**config.mk**
```make
export PLATFORM = sky130hd
export DESIGN_NAME = irq_request_ctrl
export DESIGN_NICKNAME = d
export VERILOG_FILES = /design/src/pkg/irq_pkg.sv /design/src/pkg/irq_edge_if.sv /design/src/core/irq_pin_sync.sv /design/src/core/irq_ack_select.sv /design/src/core/irq_request_ctrl.sv
export SDC_FILE = /design/constraint.sdc
export NUM_CORES = 1
export LEC_CHECK = 0
export ABC_AREA = 1
export BUFFER_PORTS_ARGS = -buffer_cell sky130_fd_sc_hd__buf_2
export CAP_MARGIN = 20
export CORE_MARGIN = 3
export CORE_UTILIZATION = 50
export DETAILED_ROUTE_END_ITERATION = 10
export GPL_ROUTABILITY_DRIVEN = 0
export PLACE_DENSITY = 0.77
export REMOVE_ABC_BUFFERS = 1
export SLEW_MARGIN = 20
export SYNTH_ARGS = -nofsm -noshare
export SYNTH_HDL_FRONTEND = slang
export SYNTH_SLANG_ARGS = --single-unit
```
**constraint.sdc**
```tcl
create_clock -name mclk -period 8 [get_ports mclk]
set_input_delay 0.8 -clock mclk [delete_from_list [all_inputs] [get_ports mclk]]
set_output_delay 0.8 -clock mclk [all_outputs]
set_load 0.02 [all_outputs]
```
**src/pkg/irq_pkg.sv**
```systemverilog
// package: register map, bit positions and vector numbering of the interrupt request logic
package irq_pkg;
  // register byte addresses on apb (printed offsets for the second enable and request flags)
  localparam logic [11:0] ADDR_IEN_FIRST = 12'h0A8;
  localparam logic [11:0] ADDR_IEN_SECOND = 12'h0B8;
  localparam logic [11:0] ADDR_REQ_FLAGS = 12'h0C0;
  localparam logic [11:0] ADDR_TIMER_CONTROL_AND_EXT_IRQ = 12'h088;
  localparam logic [11:0] ADDR_TIMER2_CONTROL = 12'h0C8;
  localparam logic [11:0] ADDR_PRIO_LOW = 12'h0A9;
  localparam logic [11:0] ADDR_PRIO_HIGH = 12'h0B9;
  localparam logic [11:0] ADDR_MISC = 12'h0D0;
  localparam logic [7:0] RESET_BYTE = 8'h00;
  // first enable register fields
  localparam int EN_GLOBAL = 7;
  localparam int EN_T2 = 5;
  localparam int EN_SER = 4;
  localparam int EN_T1 = 3;
  localparam int EN_X1 = 2;
  localparam int EN_T0 = 1;
  localparam int EN_X0 = 0;
  // second enable register fields
  localparam int EN_T2RLD = 7;
  localparam int EN_X6 = 5;
  localparam int EN_X5 = 4;
  localparam int EN_X4 = 3;
  localparam int EN_X3 = 2;
  localparam int EN_BUS = 1;
  localparam int EN_CONV = 0;
  // request flag register fields
  localparam int RQ_T2RLD = 7;
  localparam int RQ_T2OVF = 6;
  localparam int RQ_X6 = 5;
  localparam int RQ_X5 = 4;
  localparam int RQ_X4 = 3;
  localparam int RQ_X3 = 2;
  localparam int RQ_SWI = 1;
  localparam int RQ_CONV = 0;
  // timer control fields
  localparam int TC_TF1 = 7;
  localparam int TC_TF0 = 5;
  localparam int TC_IE1 = 3;
  localparam int TC_IT1 = 2;
  localparam int TC_IE0 = 1;
  localparam int TC_IT0 = 0;
  localparam int T2_POL3 = 6;
  // vector numbering, polling order from highest natural priority
  localparam int NVEC = 12;
  localparam int NGRP = 6;
  localparam int V_X0 = 0;
  localparam int V_CONV = 1;
  localparam int V_T0 = 2;
  localparam int V_BUS = 3;
  localparam int V_X1 = 4;
  localparam int V_X3 = 5;
  localparam int V_T1 = 6;
  localparam int V_X4 = 7;
  localparam int V_SER = 8;
  localparam int V_X5 = 9;
  localparam int V_T2 = 10;
  localparam int V_X6 = 11;
  // machine cycle of twelve clocks; flags sampled on phase SAMPLE_PHASE
  localparam int MC_CLOCKS = 12;
  localparam logic [3:0] MC_LAST = 4'(MC_CLOCKS - 1);
  localparam logic [3:0] SAMPLE_PHASE = 4'h9;
endpackage : irq_pkg

```
**src/pkg/irq_edge_if.sv**
```systemverilog
// interface: synchronised pin level and detected edges between detector and controller
`timescale 1ns/10ps
interface irq_edge_if;
  logic [5:0] level;
  logic [5:0] fall;
  logic [5:0] rise;
  modport det (output level, output fall, output rise);
  modport ctl (input level, input fall, input rise);
endinterface : irq_edge_if

```
**src/core/irq_pin_sync.sv**
```systemverilog
// module: two-stage synchronisers and edge detection for the six external interrupt pins
`timescale 1ns/10ps
module irq_pin_sync (
  input wire logic mclk,
  input wire logic nrst,
  input wire logic [5:0] pins,
  irq_edge_if.det edges
);
  typedef struct packed {
    logic [5:0] meta;
    logic [5:0] sync;
    logic [5:0] prev;
    logic [5:0] fall;
    logic [5:0] rise;
  } irq_sync_t;
  irq_sync_t s_q;
  irq_sync_t s_d;
  always_comb
  begin
    s_d = s_q;
    s_d.meta = pins;
    s_d.sync = s_q.meta;
    s_d.prev = s_q.sync;
    // first differing sampled level sets the edge strobe
    s_d.fall = s_q.prev & ~s_q.sync;
    s_d.rise = ~s_q.prev & s_q.sync;
  end
  always_ff @(posedge mclk or negedge nrst)
  begin
    // pins idle high so reset does not fake a falling edge
    if (!nrst)
      s_q <= '{meta: 6'h3F, sync: 6'h3F, prev: 6'h3F, fall: 6'h00, rise: 6'h00};
    else
      s_q <= s_d;
  end
  assign edges.level = s_q.sync;
  assign edges.fall = s_q.fall;
  assign edges.rise = s_q.rise;
endmodule : irq_pin_sync

```
**src/core/irq_ack_select.sv**
```systemverilog
// module: priority resolver picking the winning pending vector
`timescale 1ns/10ps
module irq_ack_select (
  input wire logic mclk,
  input wire logic nrst,
  input wire logic [11:0] pending,
  input wire logic [5:0] prioLow,
  input wire logic [5:0] prioHigh,
  output logic valid,
  output logic [3:0] vector,
  output logic [1:0] level
);
  typedef struct packed {
    logic valid;
    logic [3:0] vector;
    logic [1:0] level;
  } irq_sel_t;
  irq_sel_t s_q;
  irq_sel_t s_d;
  function automatic logic [1:0] grpLevel(input logic [5:0] lo, input logic [5:0] hi, input int g);
    grpLevel = {hi[g], lo[g]};
  endfunction : grpLevel
  always_comb
  begin
    logic [1:0] lv;
    lv = 2'h0;
    s_d = '0;
    // higher index polled first; greater-or-equal lets the later, lower index win equal levels
    for (int v = irq_pkg::NVEC - 1; v >= 0; v--)
    begin
      lv = grpLevel(prioLow, prioHigh, v / 2);
      if (pending[v] && (!s_d.valid || lv >= s_d.level))
      begin
        s_d.valid = 1'b1;
        s_d.vector = 4'(v);
        s_d.level = lv;
      end
    end
  end
  always_ff @(posedge mclk or negedge nrst)
  begin
    if (!nrst)
      s_q <= '0;
    else
      s_q <= s_d;
  end
  assign valid = s_q.valid;
  assign vector = s_q.vector;
  assign level = s_q.level;
endmodule : irq_ack_select

```
**src/core/irq_request_ctrl.sv**
```systemverilog
// module: interrupt request flags, enables, triggering and apb register file
//
// Chosen here: the APB interface to the registers.
`timescale 1ns/10ps
// Contract
// - twelve vectors, each with four priority levels
// - bus-controller and software interrupt share vector
// - timer 2 compare events raise ext 3-6
// - global enable low blocks every request
// - all enable bits reset to zero
// - each vector gated by own enable
// - reload enable gates interrupt only, not reload
// - software interrupt needs bus-controller enable
// - timer 0/1 overflow flags cleared on vectoring
// - ext 0/1 select low level or falling edge
// - ext 0/1 edge flags cleared; level tracks pin
// - ext 3 polarity selects falling or rising
// - compare event sets ext 3 flag
// - ext 3 flag cleared on vectoring
// - power-down exit on low pulse, two pins
// - timer 2 request ORs overflow and reload
// - ext 4-6 rising edge, cleared on vectoring
// - two priority bits per group, both highest
// - flags sampled once per machine cycle
module irq_request_ctrl (
  input wire logic mclk,
  input wire logic nrst,
  input wire logic psel,
  input wire logic penable,
  input wire logic pwrite,
  input wire logic [11:0] paddr,
  input wire logic [31:0] pwdata,
  output logic [31:0] prdata,
  output logic pready,
  output logic pslverr,
  input wire logic [5:0] extPins,
  input wire logic alternateReceivePin,
  input wire logic timer0Overflow,
  input wire logic timer1Overflow,
  input wire logic timer2Overflow,
  input wire logic timer2ReloadEdge,
  input wire logic [3:0] compareEvent,
  input wire logic serialIrq,
  input wire logic converterDone,
  input wire logic busCtrlIrq,
  input wire logic powerDown,
  input wire logic vectorAck,
  input wire logic [3:0] vectorAckNum,
  output logic irqValid,
  output logic [3:0] irqVector,
  output logic [1:0] irqLevel,
  output logic [11:0] irqRequest,
  output logic timer2Reload,
  output logic wakeUp
);
  typedef struct packed {
    logic [7:0] ienFirst;
    logic [7:0] ienSecond;
    logic [7:0] reqFlags;
    logic [7:0] timer_control_and_ext_irq;
    logic [7:0] timer2_control;
    logic [5:0] prioLow;
    logic [5:0] prioHigh;
    logic [11:0] sampled;
    logic [11:0] request;
    logic [3:0] phase;
    logic [31:0] rdata;
    logic ready;
    logic slverr;
    logic reload;
    logic wake;
    logic [1:0] wakeSync;
    logic [1:0] wakeMeta;
  } irq_ctrl_t;
  irq_ctrl_t s_q;
  irq_ctrl_t s_d;
  irq_edge_if edges ();
  logic selValid;
  logic [3:0] selVector;
  logic [1:0] selLevel;
  irq_pin_sync u_sync (
    .mclk(mclk),
    .nrst(nrst),
    .pins(extPins),
    .edges(edges)
  );
  irq_ack_select u_sel (
    .mclk(mclk),
    .nrst(nrst),
    .pending(s_q.request),
    .prioLow(s_q.prioLow),
    .prioHigh(s_q.prioHigh),
    .valid(selValid),
    .vector(selVector),
    .level(selLevel)
  );
  function automatic logic ackOf(input logic ack, input logic [3:0] num, input int v);
    ackOf = ack && (num == 4'(v));
  endfunction : ackOf
  // raw flag of every vector before enabling
  logic [11:0] rawFlag;
  logic [11:0] vecEn;
  always_comb
  begin
    rawFlag = '0;
    vecEn = '0;
    rawFlag[irq_pkg::V_X0] = s_q.timer_control_and_ext_irq[irq_pkg::TC_IE0];
    rawFlag[irq_pkg::V_CONV] = s_q.reqFlags[irq_pkg::RQ_CONV];
    rawFlag[irq_pkg::V_T0] = s_q.timer_control_and_ext_irq[irq_pkg::TC_TF0];
    // either source reaches the one shared entry
    rawFlag[irq_pkg::V_BUS] = s_q.reqFlags[irq_pkg::RQ_SWI] | busCtrlIrq;
    rawFlag[irq_pkg::V_X1] = s_q.timer_control_and_ext_irq[irq_pkg::TC_IE1];
    rawFlag[irq_pkg::V_X3] = s_q.reqFlags[irq_pkg::RQ_X3];
    rawFlag[irq_pkg::V_T1] = s_q.timer_control_and_ext_irq[irq_pkg::TC_TF1];
    rawFlag[irq_pkg::V_X4] = s_q.reqFlags[irq_pkg::RQ_X4];
    rawFlag[irq_pkg::V_SER] = serialIrq;
    rawFlag[irq_pkg::V_X5] = s_q.reqFlags[irq_pkg::RQ_X5];
    // overflow or reload, the reload half gated by its own enable
    rawFlag[irq_pkg::V_T2] = s_q.timer2_control[7] |
      (s_q.reqFlags[irq_pkg::RQ_T2RLD] & s_q.ienSecond[irq_pkg::EN_T2RLD]);
    rawFlag[irq_pkg::V_X6] = s_q.reqFlags[irq_pkg::RQ_X6];
    vecEn[irq_pkg::V_X0] = s_q.ienFirst[irq_pkg::EN_X0];
    vecEn[irq_pkg::V_CONV] = s_q.ienSecond[irq_pkg::EN_CONV];
    vecEn[irq_pkg::V_T0] = s_q.ienFirst[irq_pkg::EN_T0];
    vecEn[irq_pkg::V_BUS] = s_q.ienSecond[irq_pkg::EN_BUS];
    vecEn[irq_pkg::V_X1] = s_q.ienFirst[irq_pkg::EN_X1];
    vecEn[irq_pkg::V_X3] = s_q.ienSecond[irq_pkg::EN_X3];
    vecEn[irq_pkg::V_T1] = s_q.ienFirst[irq_pkg::EN_T1];
    vecEn[irq_pkg::V_X4] = s_q.ienSecond[irq_pkg::EN_X4];
    vecEn[irq_pkg::V_SER] = s_q.ienFirst[irq_pkg::EN_SER];
    vecEn[irq_pkg::V_X5] = s_q.ienSecond[irq_pkg::EN_X5];
    vecEn[irq_pkg::V_T2] = s_q.ienFirst[irq_pkg::EN_T2];
    vecEn[irq_pkg::V_X6] = s_q.ienSecond[irq_pkg::EN_X6];
  end

  logic apbWr;
  logic apbRd;
  logic [7:0] wb;
  assign apbWr = psel && penable && pwrite && s_q.ready;
  assign apbRd = psel && !penable && !pwrite;
  assign wb = pwdata[7:0];

  always_comb
  begin
    s_d = s_q;
    // one wait state: ready rises in the access phase, falls after it
    s_d.ready = psel && !s_q.ready && penable;
    s_d.slverr = 1'b0;
    s_d.reload = timer2ReloadEdge;
    // software writes first, hardware events override so a set is never lost
    if (apbWr)
    begin
      case (paddr)
        irq_pkg::ADDR_IEN_FIRST: s_d.ienFirst = wb;
        irq_pkg::ADDR_IEN_SECOND: s_d.ienSecond = wb;
        irq_pkg::ADDR_REQ_FLAGS: s_d.reqFlags = wb;
        irq_pkg::ADDR_TIMER_CONTROL_AND_EXT_IRQ:
        begin
          s_d.timer_control_and_ext_irq = wb;
          // in level mode writes cannot touch the request flag
          if (!s_q.timer_control_and_ext_irq[irq_pkg::TC_IT0])
            s_d.timer_control_and_ext_irq[irq_pkg::TC_IE0] = s_q.timer_control_and_ext_irq[irq_pkg::TC_IE0];
          if (!s_q.timer_control_and_ext_irq[irq_pkg::TC_IT1])
            s_d.timer_control_and_ext_irq[irq_pkg::TC_IE1] = s_q.timer_control_and_ext_irq[irq_pkg::TC_IE1];
        end
        irq_pkg::ADDR_TIMER2_CONTROL: s_d.timer2_control = wb;
        irq_pkg::ADDR_PRIO_LOW: s_d.prioLow = wb[5:0];
        irq_pkg::ADDR_PRIO_HIGH: s_d.prioHigh = wb[5:0];
        irq_pkg::ADDR_MISC: ;
        default: ;
      endcase
    end
    // decided in the first access cycle so the error stands with ready
    if (psel && penable && !s_q.ready)
      s_d.slverr = !(paddr inside {irq_pkg::ADDR_IEN_FIRST, irq_pkg::ADDR_IEN_SECOND,
        irq_pkg::ADDR_REQ_FLAGS, irq_pkg::ADDR_TIMER_CONTROL_AND_EXT_IRQ, irq_pkg::ADDR_TIMER2_CONTROL,
        irq_pkg::ADDR_PRIO_LOW, irq_pkg::ADDR_PRIO_HIGH, irq_pkg::ADDR_MISC});
    // clears on vectoring, only for the self-clearing flags
    if (ackOf(vectorAck, vectorAckNum, irq_pkg::V_T0))
      s_d.timer_control_and_ext_irq[irq_pkg::TC_TF0] = 1'b0;
    if (ackOf(vectorAck, vectorAckNum, irq_pkg::V_T1))
      s_d.timer_control_and_ext_irq[irq_pkg::TC_TF1] = 1'b0;
    if (ackOf(vectorAck, vectorAckNum, irq_pkg::V_X0) && s_q.timer_control_and_ext_irq[irq_pkg::TC_IT0])
      s_d.timer_control_and_ext_irq[irq_pkg::TC_IE0] = 1'b0;
    if (ackOf(vectorAck, vectorAckNum, irq_pkg::V_X1) && s_q.timer_control_and_ext_irq[irq_pkg::TC_IT1])
      s_d.timer_control_and_ext_irq[irq_pkg::TC_IE1] = 1'b0;
    if (ackOf(vectorAck, vectorAckNum, irq_pkg::V_X3))
      s_d.reqFlags[irq_pkg::RQ_X3] = 1'b0;
    if (ackOf(vectorAck, vectorAckNum, irq_pkg::V_X4))
      s_d.reqFlags[irq_pkg::RQ_X4] = 1'b0;
    if (ackOf(vectorAck, vectorAckNum, irq_pkg::V_X5))
      s_d.reqFlags[irq_pkg::RQ_X5] = 1'b0;
    if (ackOf(vectorAck, vectorAckNum, irq_pkg::V_X6))
      s_d.reqFlags[irq_pkg::RQ_X6] = 1'b0;
    if (ackOf(vectorAck, vectorAckNum, irq_pkg::V_BUS))
      s_d.reqFlags[irq_pkg::RQ_SWI] = 1'b0;
    // hardware sets win over any clear in the same cycle
    if (timer0Overflow)
      s_d.timer_control_and_ext_irq[irq_pkg::TC_TF0] = 1'b1;
    if (timer1Overflow)
      s_d.timer_control_and_ext_irq[irq_pkg::TC_TF1] = 1'b1;
    if (timer2Overflow)
      s_d.timer2_control[7] = 1'b1;
    if (timer2ReloadEdge)
      s_d.reqFlags[irq_pkg::RQ_T2RLD] = 1'b1;
    if (converterDone)
      s_d.reqFlags[irq_pkg::RQ_CONV] = 1'b1;
    // ext 0/1: level mode tracks the low pin, edge mode latches a fall
    if (!s_q.timer_control_and_ext_irq[irq_pkg::TC_IT0])
      s_d.timer_control_and_ext_irq[irq_pkg::TC_IE0] = !edges.level[0];
    else if (edges.fall[0])
      s_d.timer_control_and_ext_irq[irq_pkg::TC_IE0] = 1'b1;
    if (!s_q.timer_control_and_ext_irq[irq_pkg::TC_IT1])
      s_d.timer_control_and_ext_irq[irq_pkg::TC_IE1] = !edges.level[1];
    else if (edges.fall[1])
      s_d.timer_control_and_ext_irq[irq_pkg::TC_IE1] = 1'b1;
    // ext 3 edge by polarity, or compare event
    if ((s_q.timer2_control[irq_pkg::T2_POL3] ? edges.rise[2] : edges.fall[2]) || compareEvent[0])
      s_d.reqFlags[irq_pkg::RQ_X3] = 1'b1;
    // ext 4-6 rising edges or compare events
    for (int i = 1; i < 4; i++)
      if (edges.rise[2 + i] || compareEvent[i])
        s_d.reqFlags[irq_pkg::RQ_X3 + i] = 1'b1;
    // machine cycle phase counter; flags frozen once per cycle
    s_d.phase = (s_q.phase == irq_pkg::MC_LAST) ? 4'h0 : s_q.phase + 4'h1;
    if (s_q.phase == irq_pkg::SAMPLE_PHASE)
      s_d.sampled = rawFlag;
    // flag and own enable and global enable
    s_d.request = s_q.sampled & vecEn & {irq_pkg::NVEC{s_q.ienFirst[irq_pkg::EN_GLOBAL]}};
    // wake on a low level of either pin while powered down
    s_d.wakeMeta = {alternateReceivePin, 1'b0};
    s_d.wakeSync = s_q.wakeMeta;
    s_d.wake = powerDown && (!edges.level[0] || !s_q.wakeSync[1]);
    // read data latched at setup and held through the access phase
    if (apbRd)
    begin
      case (paddr)
        irq_pkg::ADDR_IEN_FIRST: s_d.rdata = {24'h000000, s_q.ienFirst};
        irq_pkg::ADDR_IEN_SECOND: s_d.rdata = {24'h000000, s_q.ienSecond};
        irq_pkg::ADDR_REQ_FLAGS: s_d.rdata = {24'h000000, s_q.reqFlags};
        irq_pkg::ADDR_TIMER_CONTROL_AND_EXT_IRQ: s_d.rdata = {24'h000000, s_q.timer_control_and_ext_irq};
        irq_pkg::ADDR_TIMER2_CONTROL: s_d.rdata = {24'h000000, s_q.timer2_control};
        irq_pkg::ADDR_PRIO_LOW: s_d.rdata = {26'h0000000, s_q.prioLow};
        irq_pkg::ADDR_PRIO_HIGH: s_d.rdata = {26'h0000000, s_q.prioHigh};
        irq_pkg::ADDR_MISC: s_d.rdata = {20'h00000, s_q.request};
        default: s_d.rdata = '0;
      endcase
    end
    else if (!(psel && penable))
      s_d.rdata = '0;
  end

  always_ff @(posedge mclk or negedge nrst)
  begin
    // every enable and priority bit clears at reset
    if (!nrst)
    begin
      s_q <= '0;
      s_q.wakeMeta <= 2'h3;
      s_q.wakeSync <= 2'h3;
    end
    else
      s_q <= s_d;
  end

  logic [3:0] outVec;
  logic outValid;
  logic [1:0] outLevel;
  always_ff @(posedge mclk or negedge nrst)
  begin
    if (!nrst)
    begin
      outValid <= 1'b0;
      outVec <= 4'h0;
      outLevel <= 2'h0;
    end
    else
    begin
      outValid <= selValid;
      outVec <= selVector;
      outLevel <= selLevel;
    end
  end
  assign irqValid = outValid;
  assign irqVector = outVec;
  assign irqLevel = outLevel;
  assign irqRequest = s_q.request;
  assign prdata = s_q.rdata;
  assign pready = s_q.ready;
  assign pslverr = s_q.slverr;
  assign timer2Reload = s_q.reload;
  assign wakeUp = s_q.wake;
endmodule : irq_request_ctrl

```
==> impl_metrics.py, run 1 <==
metrics = {
    "outcome": {
        "status": "complete, but fails checks",
        "violations": "setup timing",
    },
    "grt": {
        "overflow": 0,
        "grt_use_total_pct": 23.3,
        "grt_max_degree": 74,
        "first_global_vias": 5631,
        "antenna_found_initial": 0,
        "grt_pass1_wl_um": 27100,
    },
    "yosys": {
        "ys_warn_count": 0,
        "ys_types": 41,
        "ys_async_sr_fraction_pct": 100,
        "ys.flop_type": "dfrtp_1",
        "synth_area_per_cell_um2": 8.52,
        "synth-edff-count": 0,
        "synth_seq_cells": 137,
        "synth_cells": 797,
        "syn-cell-area_um2": 6790,
        "ys_seq_area_share_pct": 50.9,
    },
    "finish": {
        "drive_gt1_share_pct": 31.4,
        "area_growth_pct": 24.5,
        "fin_area_um2": 8450,
        "fin_cells": 1120,
        "antenna_cells": 0,
        "finalNetCount": 1023,
        "fillers": 1057,
    },
    "pwr": {
        "p_sw_share_pct": 22.3,
        "seqPwrFrac_pct": 46.6,
        "power.net_switching_w": 0.000343,
        "p_clk_share_pct": 49.2,
        "pwr-share-comb_pct": 4.2,
        "ir_drop_mv": 0.162,
        "power.leakage_nw": 4.22,
        "powerDensity_nw_per_um2": 182,
        "p_int_w": 0.00119,
    },
    "timing": {
        "fin_skew_ps": 8.03,
        "min_period_over_period_pct": 107,
        "worst_pin_slew_ps": 868,
        "drv_slew": 0,
        "hold_viol": 0,
        "setup_ws_ps": -536,
        "setup_viol": 6,
        "fin_crit_ps": 8540,
        "fmax_ghz": 0.117,
        "slew_headroom_pct": 42.1,
        "rsz0062_at_grt": "true",
        "timing.setup.tns_ps": -3000,
    },
    "hold_path": {
        "min_delay_path_depth": 0,
        "hold_path_class": "reg -> reg",
    },
    "cts": {
        "root_buffer": "clkbuf_16",
        "cts_buffer_depth": 2,
        "holdBufCountCts": 0,
        "cts_buffers": 17,
        "cts_sinks": 137,
        "clkTransAtPathRegs_ps": 60,
        "htreeDepth": 4,
        "insertion_delay_ps": 420,
        "cts_tree": "done",
    },
    "setup_path": {
        "crit_required_ps": 8310,
        "r2r_end": "u_sel.level[1]$_DFF_PN0_",
        "cpMaxStageDelayCell": "dfrtp_1",
        "worstSetupPathType": "reg -> reg",
        "path_max_fanout": 4,
        "arrival_ps": 8840,
        "cp-end-kind": "flop",
        "startpoint": "irqRequest[10]$_DFF_PN0_",
        "critical_path.startpoint_type": "flop",
        "rr_worst_depth": 74,
        "crit_end": "u_sel.level[1]$_DFF_PN0_",
        "r2r-start": "irqRequest[10]$_DFF_PN0_",
        "worst-r2r-setup-slack_ps": -540,
        "slowest_delay_ps": 410,
        "critPathMostFrequentCell": "nand2_2",
    },
    "die": {
        "row_count": 41,
        "die_h_um": 123,
        "die_w_um": 123,
        "dieArea_um2": 15000,
        "coreArea_um2": 12900,
        "pin_count": 128,
        "initial_utilization_pct": 52.5,
    },
    "route": {
        "viasPerCell": 5.27,
        "wl_um": 17100,
        "ant_nets": 0,
        "drt_iter0_drc": 549,
        "drc": 0,
        "route.vias.total": 5899,
        "wl_per_cell_um": 15.2,
        "drtPass1Iterations": 5,
    },
    "place": {
        "dpl.hpwl_um": 11700,
        "dpl_cell_area_um2": 7470,
        "port_buffers": 83,
        "placed_cells": 1059,
    },
    "run": {
        "maxCapViolCount": 0,
    },
}
## cell families after synthesis
family                     after synthesis  synth area share [%]
AOI/OAI and AO/OA                      133                  11.4
buffers and inverters                  178                  12.3
adders and majority gates               15                  2.76
muxes                                    1                 0.147
DFF                                    137                  50.9
other                                    1                0.0552
and+or+nand+nor                        332                  22.5
## routing by layer
metal | global-route usage [%] | routed length (um) | vias to the layer above
met5 | 0 | 0 | -
met4 | 7.56 | 450 | 0
met3 | 6.82 | 1270 | 42
met2 | 38.5 | 8400 | 246
met1 | 29.5 | 6960 | 2809
li1 | - | - | 2802
## power groups by stage
stage	registers [W]	logic, W	clock network (W)
3_5_place_dp	0.000727	0.0000654	0
4_1_cts	0.000715	0.0000657	0.000763
2_1_floorplan	0.000727	0.0000255	0
3_3_place_gp	0.000726	0.0000638	0
6_report	0.000715	0.0000648	0.000754
5_1_grt	0.000716	0.0000735	0.000794
## worst max-delay path: cells and delay by family (launching register included)
kind                       cells  cell delay (ps)
DFF                            1              410
AOI/OAI and AO/OA             13             1260
adders and majority gates      9             2230
and+or+nand+nor               46             4020
buffers and inverters          6              480
## final cells by class
class | count | area [um2] | area share [%]
Timing Repair Buffer | 159 | 1000 | 11.8
Tap cell | 172 | 215 | 2.55
Multi-Input combinational cell | 501 | 2760 | 32.7
Clock buffer | 20 | 447 | 5.29
Inverter | 119 | 447 | 5.29
Sequential cell | 137 | 3450 | 40.9
Clock inverter | 12 | 126 | 1.50
## stage by stage
step | utilization, % | power (W) | setup slack [ps] | hold slack [ps]
detailed placement | 57.8 | 0.000792 | -796 | 337
CTS | 64.4 | 0.00154 | -296 | 348
floorplan | - | 0.000753 | -509 | 331
finish | 65.4 | 0.00153 | -536 | 346
global placement | 57.8 | 0.000790 | -593 | 332
global route | 65.4 | 0.00158 | -1150 | 352
## synthesized netlist by cell type, types with 2 or more instances
cell      number  area share [%]
nand2_1      150             8.3
dfrtp_1      117              43
inv_1        114             6.3
o21ai_0       82             6.0
nor2_1        63             3.5
nand3_1       56             4.1
buf_4         44             4.9
dfstp_2       20             7.7
nand2_2       16             1.5
o22ai_1       16             1.5
clkbuf_1      15            0.83
ha_1          15             2.8
nor3_1        11            0.81
nor4_1         9            0.83
o21ai_2        7            0.90
a21oi_1        6            0.44
nand3_2        6            0.88
nand4_1        6            0.55
inv_2          5            0.28
nand2_4        5            0.83
a31oi_1        3            0.28
nor2_4         3            0.50
o211ai_1       3            0.33
or2_2          3            0.28
a211oi_1       2            0.22
a31o_2         2            0.26
a32o_1         2            0.29
o21ai_1        2            0.15
o31ai_1        2            0.22
## flip-flops by register name, indices dropped and copies added (netlist names)
name,cells
u_sync.s_q,6
prdata,12
u_sync.edges.fall,3
irqVector,4
wakeUp,1
s_q,60
irqRequest,12
u_sel.vector,4
u_sel.valid,1
irqValid,1
timer2Reload,1
pslverr,1
pready,1
u_sync.edges.rise,4
u_sel.level,2
u_sync.edges.level,6
rawFlag,9
s_d,1
u_sync.s_d,6
irqLevel,2
## layout by cell type (no fill, tap or decap), types with 3 or more instances in the layout
cell,n
nand2_1,136
dfrtp_1,117
inv_1,111
buf_2,82
o21ai_0,78
buf_4,74
nor2_1,57
nand3_1,51
nand2_2,26
conb_1,20
dfstp_2,20
clkbuf_16,17
o22ai_1,16
o21ai_2,11
nand3_2,11
ha_1,11
nor3_1,10
nand2_4,9
inv_2,8
nor4_1,8
nand4_1,6
nor2_2,5
a21oi_1,5
clkinv_2,5
nor2_4,4
ha_4,4
a31oi_1,3
or2_2,3
o211ai_1,3
clkinv_4,3
buf_6,3
## repair_timing
item | CTS | global route
endpoints found under the hold margin | 0 | 0
pin swaps | 31 | 37
setup buffers | 24 | 5
resized for setup | 32 | 19
setup endpoints to repair | 6 | 6
## how the worst min path moves through the flow
stage / start / to / slack, ps
finish: u_sel.level[0]$_DFF_PN0_ / irqLevel[0]$_DFF_PN0_ / 350
global placement: u_sel.level[0]$_DFF_PN0_ / irqLevel[0]$_DFF_PN0_ / 330
floorplan: u_sel.level[0]$_DFF_PN0_ / irqLevel[0]$_DFF_PN0_ / 330
detailed placement: u_sel.vector[0]$_DFF_PN0_ / irqVector[0]$_DFF_PN0_ / 340
CTS: u_sel.vector[1]$_DFF_PN0_ / irqVector[1]$_DFF_PN0_ / 350
global route: u_sel.level[0]$_DFF_PN0_ / irqLevel[0]$_DFF_PN0_ / 350
Power figures use the tool's default switching activity.
==> run 2, diff against run 1 <==
- BUFFER_PORTS_ARGS: -buffer_cell sky130_fd_sc_hd__buf_2 -> -buffer_cell sky130_fd_sc_hd__buf_4
- CORE_UTILIZATION: 50 -> 60
- PLACE_DENSITY: 0.77 -> 0.86
- clock period: 8 -> 9.9 ns (I/O delays scaled with it)
==> run 2 against run 1 <==
The run now ends clean. First-iteration DRC count down 28%. Clock-buffer cell count down 2. Total power down 19%. Non-clock buffer count down 70. Global-route usage up 1.6 points. Cell count down 9.1%.
==> impl_metrics.py, run 2 (synthesis results as in run 1) <==
metrics = {
    "setup_path": {
        "cpMaxStageDelayCell": "dfrtp_2",
        "crit_buf_inv": 5,
        "cp-end-kind": "flop",
        "slowest_delay_ps": 450,
        "path_max_fanout": 7,
        "crit_required_ps": 10240,
        "critPathTopFamily": "simple AND/OR/NAND/NOR gates",
        "worstSetupPathType": "reg -> reg",
        "critical_path.startpoint_type": "flop",
        "arrival_ps": 9530,
    },
    "die": {
        "row_count": 38,
        "die_h_um": 112,
        "initial_utilization_pct": 62.1,
        "pin_count": 128,
        "dieArea_um2": 12600,
        "coreArea_um2": 10900,
        "die_w_um": 112,
    },
    "finish": {
        "layout.area.seq_um2": 3450,
        "drive_gt1_share_pct": 22.3,
        "layout_commonest_cell": "nand2_1",
        "antenna_cells": 0,
        "fin_cells": 1018,
        "layout_common_cells": "nand2_1, dfrtp_1, inv_1, buf_4, o21ai_0",
        "area_growth_pct": 16.8,
        "finalNetCount": 953,
        "largest_reg_flops": 60,
        "multiInputGateArea_um2": 2600,
        "fin_util_pct": 72.5,
        "fin_area_um2": 7930,
        "fillers": 829,
        "top_register": "s_q",
    },
    "grt": {
        "grt_pass1_wl_um": 25100,
        "first_global_vias": 5225,
        "antenna_found_initial": 0,
        "grt_use_total_pct": 24.9,
        "grt_max_degree": 81,
        "overflow": 0,
    },
    "timing": {
        "setup_viol": 0,
        "hold_viol": 0,
        "fin_crit_ps": 9190,
        "fin_skew_ps": 6.90,
        "setup_ws_ps": 708,
        "worst_pin_slew_ps": 958,
        "drv_slew": 0,
        "fmax_ghz": 0.109,
        "slew_headroom_pct": 36.2,
        "min_period_over_period_pct": 92.8,
    },
    "cts": {
        "cts_buffers": 17,
        "holdBufCountCts": 0,
        "root_buffer": "clkbuf_16",
        "htreeDepth": 4,
        "cts_buffer_depth": 2,
        "cts_tree": "done",
        "insertion_delay_ps": 420,
        "cts_sinks": 137,
        "clkTransAtPathRegs_ps": 60,
    },
    "pwr": {
        "p_int_w": 0.000951,
        "p_clk_share_pct": 48.8,
        "powerDensity_nw_per_um2": 157,
        "ir_drop_mv": 0.212,
        "p_sw_share_pct": 23.5,
        "seqPwrFrac_pct": 46.5,
        "power.leakage_nw": 3.86,
        "pwr-share-comb_pct": 4.7,
        "power.net_switching_w": 0.000292,
    },
    "place": {
        "placed_cells": 982,
        "dpl.hpwl_um": 11000,
        "dpl_cell_area_um2": 7300,
        "place_ws_ps": 583,
        "port_buffers": 83,
    },
    "run": {
        "maxCapViolCount": 0,
    },
    "route": {
        "ant_nets": 0,
        "route.vias.total": 5584,
        "wl_per_cell_um": 15.2,
        "drtPass1Iterations": 8,
        "viasPerCell": 5.49,
        "drc": 0,
        "wl_um": 15500,
        "drt_iter0_drc": 394,
    },
    "outcome": {
        "status": "complete, no violations",
    },
    "hold_path": {
        "hold_path_class": "reg -> reg",
    },
}
[run 2: cell count changes in the layout (fill, tap and decap cells not counted), moves of 5 or more]
cell,before,now
nor2_1,57,62
nand3_1,51,56
buf_4,74,88
buf_2,82,0
nand2_2,26,17
nand2_1,136,149
nand3_2,11,6
[run 2: worst reg2reg max path: cells and delay by family (launching register included)]
kind	cells	cell delay, ps
AOI/OAI and AO/OA	14	1730
adders and majority gates	10	2650
buffers and inverters	5	310
DFF	1	450
and+or+nand+nor	41	3960
[run 2: path summary, 6_finish.rpt]
check                                          from                         to  slack [ps]  depth (start not counted)
max                        irqRequest[10]$_DFF_PN0_  u_sel.vector[3]$_DFF_PN0_         710                         70
min                        u_sel.level[1]$_DFF_PN0_      irqLevel[1]$_DFF_PN0_         350                          0
max reg2reg                irqRequest[10]$_DFF_PN0_  u_sel.vector[3]$_DFF_PN0_         710                         70
min reg2reg                u_sel.level[1]$_DFF_PN0_      irqLevel[1]$_DFF_PN0_         350                          0
max in group asynchronous                      nrst   irqRequest[10]$_DFF_PN0_        8000                          2
min in group asynchronous                      nrst      prdata[9]$_DFFE_PN0P_         510                          1
[run 2: power groups by stage]
stage	clock network [W]	registers (W)	logic (W)
after floorplan	0	0.000588	0.0000206
after global placement	0	0.000587	0.0000577
after detailed placement	0	0.000587	0.0000587
after CTS	0.000617	0.000578	0.0000592
after global routing	0.000642	0.000579	0.0000652
final	0.000606	0.000578	0.0000586
[run 2: timing repair]
action,4_1_cts,5_1_grt
endpoints found under the hold margin,0,0
resized for setup,0,6
setup buffers,0,4
setup endpoints to repair,0,6
[run 2: metal layers]
| metal | GRT usage [%] | part of all wire (%) | vias up |
|---|---|---|---|
| li1 | - | - | 2657 |
| met1 | 32.8 | 41 | 2646 |
| met2 | 40.1 | 49 | 258 |
| met3 | 6.68 | 7.7 | 23 |
| met4 | 8.97 | 1.8 | 0 |
| met5 | 0 | 0 | - |
[run 2: stage by stage]
step	power [W]	hold slack, ps	setup TNS (ps)
after CTS	0.00125	350	0
after global routing	0.00129	355	-517
after detailed placement	0.000646	337	0
final	0.00124	348	0
after global placement	0.000645	332	0
after floorplan	0.000608	331	0
[run 2: layout make-up]
cell class                 count  area share, %
timing repair buffer          89           8.47
tap                          140           2.21
clock inverter                14           1.78
inverter                     119           5.63
sequential                   137           43.6
clock buffer                  18           5.54
multi-input combinational    501           32.8
